===== config.mk =====
export PLATFORM = sky130hd
export DESIGN_NAME = psc_port
export DESIGN_NICKNAME = d
export VERILOG_FILES = /design/src/psc_pkg.sv /design/src/psc_fifo.sv /design/src/psc_port.sv
export VERILOG_INCLUDE_DIRS = /design/src /design/src/src
export SDC_FILE = /design/constraint.sdc
export NUM_CORES = 1
export LEC_CHECK = 0
export BUFFER_PORTS_ARGS = -buffer_cell sky130_fd_sc_hd__buf_4
export CORE_ASPECT_RATIO = 1.5
export CORE_MARGIN = 1.5
export CORE_UTILIZATION = 35
export CTS_CLUSTER_DIAMETER = 150
export CTS_CLUSTER_SIZE = 28
export DETAILED_ROUTE_END_ITERATION = 7
export GPL_ROUTABILITY_DRIVEN = 0
export SLEW_MARGIN = 25
export SYNTH_ARGS = -nofsm -noshare
export SYNTH_HDL_FRONTEND = slang
export SYNTH_SLANG_ARGS = --single-unit

===== constraint.sdc =====
create_clock -name CLK -period 4.41 [get_ports CLK]
set_input_delay 0 -clock CLK [delete_from_list [all_inputs] [get_ports CLK]]
set_output_delay 0 -clock CLK [all_outputs]
set_load 0.05 [all_outputs]

===== src/psc_regs.svh =====
// Purpose: Constants for the pipelined burst memory control port.
// Assumes: Included by the package; the port takes the widths and FIFO depth as parameter defaults.
// Notes: Widths are defaults; modules take them as parameters.
`ifndef PSC_REGS_SVH
`define PSC_REGS_SVH
`define PSC_ADDR_W 8
`define PSC_LANES 8
`define PSC_BYTE_W 9
`define PSC_FIFO_DEPTH 16
`define PSC_BURST_LEN 4
`define PSC_MODE_INTERLEAVED 1'b1
`endif


===== src/psc_pkg.sv =====
// Purpose: Types for the pipelined burst memory control port.
// Assumes: Default widths from psc_regs.svh.
// Notes: Command carrier is decoded on a qualified edge; addr is kept only on a load.
`include "psc_regs.svh"
package psc_pkg;
    typedef enum logic [1:0] {PSC_IDLE, PSC_READ, PSC_WRITE} psc_op_type;
    typedef struct packed {
        logic [`PSC_ADDR_W-1:0] addr;
        logic [`PSC_LANES-1:0] byte_write_select_n;
        logic write_n;
        logic advance_load;
        logic chip_select_first_n;
        logic chip_select_second;
        logic chip_select_third_n;
    } psc_cmd_type;
    typedef struct packed {
        logic [`PSC_ADDR_W-1:0] addr;
        logic [`PSC_LANES-1:0] lane_we;
        logic [`PSC_LANES*`PSC_BYTE_W-1:0] data;
    } psc_wr_type;
endpackage : psc_pkg


===== src/psc_fifo.sv =====
// Purpose: Flip-flop FIFO with valid/ready on both sides.
// Assumes: Single clock, synchronous active high reset.
// Notes: Full and empty are exact; depth a power of two.
`timescale 1ns/1ps
module psc_fifo #(
    parameter int WIDTH = 8,
    parameter int DEPTH = 16
) (
    // Clock and reset
    input wire logic CLK,
    input wire logic RST,
    // Fill side
    input wire logic IN_VALID,
    output logic IN_READY,
    input wire logic [WIDTH-1:0] IN_DATA,
    // Drain side
    output logic OUT_VALID,
    input wire logic OUT_READY,
    output logic [WIDTH-1:0] OUT_DATA
);
    localparam int AW = $clog2(DEPTH);
    logic [WIDTH-1:0] mem_ff [DEPTH];
    logic [AW-1:0] wr_ptr_ff;
    logic [AW-1:0] rd_ptr_ff;
    logic [AW:0] count_ff;
    logic push;
    logic pop;

    assign IN_READY = (count_ff != (AW+1)'(DEPTH));
    assign OUT_VALID = (count_ff != '0);
    assign OUT_DATA = mem_ff[rd_ptr_ff];
    assign push = IN_VALID && IN_READY;
    assign pop = OUT_VALID && OUT_READY;

    always_ff @(posedge CLK) begin
        if (push) begin
            mem_ff[wr_ptr_ff] <= IN_DATA;
        end
    end

    always_ff @(posedge CLK) begin
        if (RST) begin
            wr_ptr_ff <= '0;
            rd_ptr_ff <= '0;
            count_ff <= '0;
        end else begin
            if (push) begin
                wr_ptr_ff <= wr_ptr_ff + AW'(1);
            end
            if (pop) begin
                rd_ptr_ff <= rd_ptr_ff + AW'(1);
            end
            count_ff <= count_ff + (AW+1)'(push) - (AW+1)'(pop);
        end
    end
endmodule : psc_fifo


===== src/psc_port.sv =====
// Purpose: Synchronous command and data port of a pipelined burst memory.
// Assumes: Pins already synchronous to CLK; controller keeps its side.
// Notes: Writes are queued to a FIFO toward the storage array.
`timescale 1ns/1ps
module psc_port
    import psc_pkg::*;
#(
    parameter int ADDR_W = `PSC_ADDR_W,
    parameter int LANES = `PSC_LANES,
    parameter int BYTE_W = `PSC_BYTE_W,
    parameter int FIFO_DEPTH = `PSC_FIFO_DEPTH
) (
    // Clock and reset
    input wire logic CLK,
    input wire logic RST,
    // Command pins
    input wire psc_cmd_type CMD,
    input wire logic CLOCK_QUALIFY_N,
    input wire logic OUTPUT_ENABLE_N,
    input wire logic BURST_ORDER_STRAP,
    // Data and parity lanes
    input wire logic [LANES*BYTE_W-1:0] DQ_IN,
    output logic [LANES*BYTE_W-1:0] DQ_OUT,
    output logic [LANES-1:0] DQ_OE,
    // Read data from storage array
    input wire logic [LANES*BYTE_W-1:0] ARRAY_RDATA,
    output logic [ADDR_W-1:0] ARRAY_RADDR,
    // Write queue toward storage array
    output logic WR_VALID,
    input wire logic WR_READY,
    output psc_wr_type WR_DATA,
    output logic WR_OVERFLOW
);
    logic qual;
    logic sel;
    logic [1:0] burst_ff;
    logic [ADDR_W-1:0] base_ff;
    logic interleave_ff;
    logic strap_taken_ff;
    psc_op_type op_ff;
    psc_op_type op_d1_ff;
    logic [ADDR_W-1:0] addr_d1_ff;
    logic [LANES-1:0] bwn_d1_ff;
    logic first_after_desel_ff;
    logic was_desel_ff;
    logic [LANES*BYTE_W-1:0] rdata_ff;
    logic drive_ff;
    logic [1:0] nxt_burst;
    logic [ADDR_W-1:0] cur_addr;
    psc_op_type nxt_op;
    logic fifo_in_ready;
    logic wr_push;

    assign qual = !CLOCK_QUALIFY_N;
    assign sel = !CMD.chip_select_first_n && CMD.chip_select_second
        && !CMD.chip_select_third_n;

    // Strap caught once after reset; must stay static
    always_ff @(posedge CLK) begin
        if (RST) begin
            strap_taken_ff <= 1'b0;
            interleave_ff <= `PSC_MODE_INTERLEAVED;
        end else if (!strap_taken_ff) begin
            strap_taken_ff <= 1'b1;
            interleave_ff <= BURST_ORDER_STRAP;
        end
    end

    // Address of the next burst beat from loaded base
    always_comb begin
        nxt_burst = burst_ff + 2'd1;
        if (interleave_ff) begin
            cur_addr = {base_ff[ADDR_W-1:2], base_ff[1:0] ^ nxt_burst};
        end else begin
            cur_addr = {base_ff[ADDR_W-1:2], base_ff[1:0] + nxt_burst};
        end
    end

    // Next operation from command
    always_comb begin
        nxt_op = op_ff;
        if (!sel) begin
            nxt_op = PSC_IDLE;
        end else if (!CMD.advance_load) begin
            nxt_op = CMD.write_n ? PSC_READ : PSC_WRITE;
        end // advance keeps op_ff
    end

    // Address and burst state; CLOCK_QUALIFY_N high holds everything
    always_ff @(posedge CLK) begin
        if (RST) begin
            base_ff <= '0;
            burst_ff <= '0;
            op_ff <= PSC_IDLE;
        end else if (qual) begin
            op_ff <= nxt_op;
            if (sel && !CMD.advance_load) begin
                base_ff <= CMD.addr;
                burst_ff <= '0;
            end else if (sel && op_ff != PSC_IDLE) begin
                burst_ff <= nxt_burst;
            end
        end
    end

    // Pipeline stage: command captured, data phase follows
    always_ff @(posedge CLK) begin
        if (RST) begin
            op_d1_ff <= PSC_IDLE;
            addr_d1_ff <= '0;
            bwn_d1_ff <= '1;
            was_desel_ff <= 1'b1;
            first_after_desel_ff <= 1'b0;
        end else if (qual) begin
            op_d1_ff <= nxt_op;
            addr_d1_ff <= (sel && !CMD.advance_load) ? CMD.addr : cur_addr;
            bwn_d1_ff <= CMD.byte_write_select_n;
            was_desel_ff <= (nxt_op == PSC_IDLE);
            first_after_desel_ff <= was_desel_ff && (nxt_op != PSC_IDLE);
        end
    end

    assign ARRAY_RADDR = addr_d1_ff;

    // Write data taken in data phase; lanes gated by selects
    assign wr_push = qual && (op_d1_ff == PSC_WRITE) && (bwn_d1_ff != '1);
    always_ff @(posedge CLK) begin
        if (RST) begin
            WR_OVERFLOW <= 1'b0;
        end else if (wr_push && !fifo_in_ready) begin
            WR_OVERFLOW <= 1'b1; // Sticky: array too slow
        end
    end

    psc_fifo #(
        .WIDTH($bits(psc_wr_type)),
        .DEPTH(FIFO_DEPTH)
    ) u_fifo (
        .CLK(CLK),
        .RST(RST),
        .IN_VALID(wr_push),
        .IN_READY(fifo_in_ready),
        .IN_DATA({addr_d1_ff, ~bwn_d1_ff, DQ_IN}),
        .OUT_VALID(WR_VALID),
        .OUT_READY(WR_READY),
        .OUT_DATA(WR_DATA)
    );

    // Read data registered; drive only in read data phase
    always_ff @(posedge CLK) begin
        if (RST) begin
            rdata_ff <= '0;
            drive_ff <= 1'b0;
        end else if (qual) begin
            rdata_ff <= ARRAY_RDATA;
            drive_ff <= (op_d1_ff == PSC_READ) && !first_after_desel_ff;
        end
    end

    assign DQ_OUT = rdata_ff;
    assign DQ_OE = {LANES{drive_ff && !OUTPUT_ENABLE_N}};
endmodule : psc_port


==> results.yml, run 1 <==
clock_network:
  cts_tree: "built"
  cts_root_buf: "clkbuf_16"
  postCtsSetupBuffers: 0
  clk_pin_slew_ps: 120
  htree_levels: 2
  cts_buffers: 61
  cts_sinks: 1531
  clock_latency_ps: 750
  clockBufferDepth: 3
setup_path:
  cp.depth: 5
  crit_family: "flip-flops"
  r2r_setup_slack_ps: 1340
  r2r-start: "u_fifo.count_ff[3]$_SDFF_PP0_"
  worstSetupEndpointType: "output port"
  critPathKind: "reg -> out"
  rr_worst_depth: 13
  worstPathArrival_ps: 3480
  crit_required_ps: 4410
  slowest_stage: "dfxtp_4"
  r2r-end: "u_fifo.count_ff[4]$_SDFF_PP0_"
  start_kind: "flip-flop"
  path_max_fanout: 45
  crit_buf_inv: 2
  slowest_delay_ps: 920
  crit_chain: "buf_12 > mux4_2 > a22oi_1 > nand2_1 > buf_4"
floorplanning:
  fp.dieH_um: 499
  ioPinCount: 349
  die-area_sq_um: 167000
  die_x_um: 334
  start_util_pct: 35.2
  fp-row-count: 182
  core_sq_um: 164000
pwr:
  power_frac_clock_pct: 22.9
  p_leak_nw: 21.9
  p_switching_mw: 8.43
  combPwrFrac_pct: 24.0
  pwr-share-seq_pct: 53.1
  p_sw_share_pct: 27.8
  max-vdd-ir-drop_uv: 352
  p_per_area_nw_per_um2: 445
  internal-power_mw: 21.9
worst_hold_path:
  hold_path_depth: 4
  hp-class: "in -> reg"
  worstHoldStart: "CMD[8]"
  min_delay_worst_endpoint: "bwn_d1_ff[3]$_SDFFE_PP1N_"
placement:
  port_buffers: 348
  dp.cells: 5045
  placed_area_sq_um: 63100
  post-dp-hpwl_um: 77700
  dp_slack_ps: 1370
yosys:
  ys_seq_area_share_pct: 77.8
  synth_area_leader_cell: "edfxtp_1"
  synth_nets: 2843
  synth_cell_types: 46
  synth_top_cells_by_area: "edfxtp_1, mux4_2, dfxtp_1"
  yosys_warnings: 0
  synth.top_cell.area_share_pct: 73.5
  synth_seq_cells: 1531
  avgSynthCellArea_sq_um: 21.6
  syn_area_sq_um: 57500
  synth_edf_count: 1408
  synth_cells: 2659
  synthArstFlopShare_pct: 0
  synthFlopType: "edfxtp_1"
finish:
  final_cells: 5463
  final_area_sq_um: 68100
  nNetsFinal: 3499
  syn2layout_area_growth_pct: 18.4
  layout-drive-gt1-share_pct: 26.4
  final_util_pct: 41.6
  final_common_cell: "edfxtp_1"
  final_cell_mix: "edfxtp_1, buf_4, mux4_2, dlygate4sd3_1, a22oi_1"
route:
  post_drt_via_cell_ratio: 5.20
  drtAntennaViolNets: 0
  routedWlPerCell_um: 25.9
  drtIter0Drc: 2545
  dr.pass1.iters: 5
  post-route-drc-count: 0
  wl_um: 141000
  vias: 28427
sta:
  worst_pin_slew_ps: 930
  drv_slew: 0
  slew_headroom_pct: 38.0
  setup_violations: 0
  tns_ps: 0
  hold_viol_final: 0
  final.setup_skew_ps: 56.7
  finalCritPeriodShare_pct: 79.0
  rsz0062_at_grt: "no"
  fin_ws_ps: 928
  layout_min_cycle_time_ps: 3480
  max_freq_mhz: 287
global_routing:
  grt_pass1_vias: 30238
  grt_max_degree: 89
  antenna_found_initial: 12
  grt_pass1_wl_um: 206000
  grt_usage_pct: 16.7
  grt-ovfl-total: 0
outcome:
  outcome: "finished, final reports clean"
job:
  cap_violations: 0
tightest hold or removal path: cells and delay by family:
| family | cells | cell delay, ps |
|---|---|---|
| buffers and inverters | 2 | 640 |
| AND/OR/NAND/NOR | 1 | 60 |
| multiplexers | 1 | 50 |
state kept, by name (all words and copies together) (netlist names), named ones only:
register	cells
bwn_d1_ff	8
DQ_OUT	72
was_desel_ff	1
first_after_desel_ff	1
interleave_ff	1
u_fifo.mem_ff	1408
u_fifo.rd_ptr_ff	4
ARRAY_RADDR	8
op_d1_ff	2
WR_OVERFLOW	1
strap_taken_ff	1
drive_ff	1
base_ff	8
burst_ff	2
u_fifo.count_ff	5
u_fifo.wr_ptr_ff	4
Yosys cell counts (all sizes together) (3+ instances only):
| library cell | instances |
|---|---|
| a21o | 3 |
| a21oi | 19 |
| a22oi | 178 |
| and3 | 14 |
| and4 | 4 |
| buf | 99 |
| clkbuf | 61 |
| dfxtp | 123 |
| edfxtp | 1408 |
| ha | 12 |
| inv | 21 |
| mux2 | 7 |
| mux2i | 90 |
| mux4 | 352 |
| nand2 | 106 |
| nand3 | 7 |
| nor2 | 103 |
| nor2b | 7 |
| nor3b | 3 |
| o21ai | 13 |
| or4b | 3 |
| xnor2 | 4 |
| xor2 | 5 |
layer usage:
metal  track usage [%]  wire [um]  vias up
met5                 0         80        -
met4              2.77       1930       12
met3              2.67       7550      114
met2              29.1      71400      748
met1              22.5      60400    15323
li1                  -          -    12230
final cells by class:
cell class / count / area, sq um
antenna: 4 / 10.0
clock buffer: 87 / 1670
clock inverter: 4 / 53.8
fill: 14135 / 95400
inverter: 21 / 78.8
multi-input combinational: 947 / 12000
sequential: 1531 / 44800
tap: 2116 / 2650
timing repair buffer: 753 / 6900
worst max path at each step:
stage | start | end | slack (ps)
global placement | u_fifo.count_ff[3]$_SDFF_PP0_ | u_fifo.count_ff[4]$_SDFF_PP0_ | 1280
detailed placement | u_fifo.count_ff[3]$_SDFF_PP0_ | u_fifo.count_ff[4]$_SDFF_PP0_ | 1370
global route | flip-flop | WR_DATA[52] | 700
finish | flip-flop | WR_DATA[77] | 930
floorplan | u_fifo.count_ff[2]$_SDFF_PP0_ | u_fifo.mem_ff[11][0]$_DFFE_PP_ | 600
CTS | flip-flop | WR_DATA[77] | 810
metrics by stage:
| stage | hold WS, ps | total power [mW] |
|---|---|---|
| 2_1_floorplan | 98.9 | 21.6 |
| 3_3_place_gp | 212 | 23.6 |
| 3_5_place_dp | 214 | 23.6 |
| 4_1_cts | 0.652 | 30.7 |
| 5_1_grt | 29.6 | 31.5 |
| 6_report | 48.9 | 30.3 |
power groups by stage:
stage | clock [mW] | combinational, mW | sequential, mW
CTS | 7.15 | 7.44 | 16.1
detailed placement | 0 | 7.19 | 16.4
global route | 7.58 | 7.79 | 16.1
finish | 6.94 | 7.29 | 16.1
floorplan | 0 | 5.17 | 16.4
global placement | 0 | 7.17 | 16.4
cells by family (layout without fill, tap and decap cells):
group           after synthesis  after routing  synth area share [%]
flops                      1531           1531                  77.8
compound gates              219            219                  2.73
mux                         449            449                  15.5
other cells                   0              4                     0
simple gates                257            257                  1.98
xor+xnor                      9              9                 0.137
fa+ha+maj                    13             13                 0.296
buf+inv                     181            865                  1.53
timing repair:
action                     in CTS  in global routing
hold endpoints to repair     1274                  0
gates resized for setup         0                  0
setup endpoints to repair       0                  0
hold buffers                  323                  0
(Power assumes the default switching activity.)
==> run 2: changes to the inputs <==
- clock period: 4.41 -> 3.6 ns (I/O delays scaled with it)
==> run 2 against run 1 <==
Against the previous run: clock-buffer cell count stayed put; utilization increased by 0.23 points; clock skew fell by 5.3 ps; sequential power is 22% higher; largest cell class unchanged; highest routed layer unchanged.
==> results.yml, run 2 (synthesis results as in run 1) <==
sta:
  max_freq_mhz: 314
  layout_min_cycle_time_ps: 3180
  drv_slew: 0
  rsz0062_at_grt: "no"
  setup_violations: 0
  final.setup_skew_ps: 51.4
  tns_ps: 0
  hold_viol_final: 0
  slew_headroom_pct: 38.6
  finalCritPeriodShare_pct: 88.4
  fin_ws_ps: 417
  worst_pin_slew_ps: 920
route:
  vias: 28282
  dr.pass1.iters: 5
  post_drt_via_cell_ratio: 5.17
  post-route-drc-count: 0
  drtAntennaViolNets: 0
  routedWlPerCell_um: 25.3
  drtIter0Drc: 2052
  wl_um: 138000
floorplanning:
  fp.dieH_um: 499
  die_x_um: 334
  fp-row-count: 182
  die-area_sq_um: 167000
  start_util_pct: 35.2
  ioPinCount: 349
  core_sq_um: 164000
pwr:
  p_per_area_nw_per_um2: 540
  p_leak_nw: 22.1
  max-vdd-ir-drop_uv: 403
  total_power_mw: 37.0
clock_network:
  cts_root_buf: "clkbuf_16"
  clockBufferDepth: 3
  htree_levels: 2
  cts_buffers: 60
  clk_pin_slew_ps: 110
  cts_sinks: 1531
  cts_resized: 0
  clock_latency_ps: 740
  cts_tree: "built"
  postCtsSetupBuffers: 0
finish:
  max_flop_register: "u_fifo.mem_ff"
  syn2layout_area_growth_pct: 19.1
  final_cells: 5470
  n_fill_cell: 14193
  nNetsFinal: 3507
  largest_reg_flops: 1408
  layout-drive-gt1-share_pct: 26.4
  final_common_cell: "edfxtp_1"
  final_cell_mix: "edfxtp_1, buf_4, mux4_2, dlygate4sd3_1, a22oi_1"
setup_path:
  worstSetupEndpointType: "output port"
  critPathKind: "reg -> out"
  r2r-start: "u_fifo.count_ff[2]$_SDFF_PP0_"
  start_kind: "flip-flop"
  crit_required_ps: 3600
  path_max_fanout: 32
  r2r_setup_slack_ps: 500
  worstPathArrival_ps: 3180
global_routing:
  grt_pass1_vias: 30262
  antenna_found_initial: 12
  grt_max_degree: 89
  grt-ovfl-total: 0
  grt_pass1_wl_um: 203000
  grt_usage_pct: 16.4
placement:
  dp.cells: 5051
  dp_slack_ps: 541
  port_buffers: 348
  post-dp-hpwl_um: 76000
job:
  cap_violations: 0
worst_hold_path:
  hp-class: "in -> reg"
  worstHoldStart: "CMD[17]"
outcome:
  outcome: "finished, final reports clean"
==> run 2: changes by cell type in the layout (fill, tap and decap cells not counted) <==
cell,before,now
buf_12,35,63
buf_4,395,373
clkbuf_1,24,25
clkbuf_16,63,62
clkinv_4,1,0
clkinv_8,0,1
dlygate4sd3_1,323,326
inv_12,1,0
inv_16,1,0
inv_6,1,0
inv_8,0,1
==> run 2: worst max-delay path: stages, from the launching register on <==
cell and delay (ps):
dfxtp_4 610, buf_12 340, buf_4 390, mux4_2 550, a22oi_1 190, nand2_1 120
buf_4 210
==> run 2: per-stage QoR <==
step	hold WS, ps	area, sq um	util (%)
2_1_floorplan	98.9	57500	-
4_1_cts	14.5	68400	41.9
3_3_place_gp	214	63500	38.8
3_5_place_dp	214	63500	38.8
6_report	90.0	68400	41.9
5_1_grt	50.6	68400	41.9
==> run 2: layout make-up <==
cell class | instances | area (sq um) | share of cell area (%)
Antenna cell | 4 | 10.0 | 0.0146
Clock buffer | 87 | 1650 | 2.40
Clock inverter | 2 | 27.5 | 0.0402
Inverter | 21 | 78.8 | 0.115
Multi-Input combinational cell | 947 | 12000 | 17.5
Sequential cell | 1531 | 44800 | 65.4
Tap cell | 2116 | 2650 | 3.87
Timing Repair Buffer | 762 | 7320 | 10.7
==> run 2: repair_timing <==
item	in CTS	in global routing
hold buffers	326	0
hold endpoints to repair	1274	0
setup endpoints to repair	0	0
==> run 2: worst paths after layout <==
check                                   to  depth (start not counted)
min                base_ff[4]$_SDFFE_PP0P_                          4
max                            WR_DATA[12]                          6
max reg2reg  u_fifo.count_ff[4]$_SDFF_PP0_                         13
min reg2reg     interleave_ff$_SDFFE_PP1N_                          2
==> run 2: report_power, final <==
| group | switching, mW | internal (mW) |
|---|---|---|
| Sequential | 0.167 | 19.5 |
| Combinational | 4.86 | 4.12 |
| Clock | 5.18 | 3.20 |
==> run 2: metal layers <==
layer	vias up	global-route usage [%]	wire length [um]
li1	12253	-	-
met1	15219	21.8	59400
met2	681	28.4	69800
met3	117	2.89	7020
met4	12	2.96	2080
met5	-	0	63
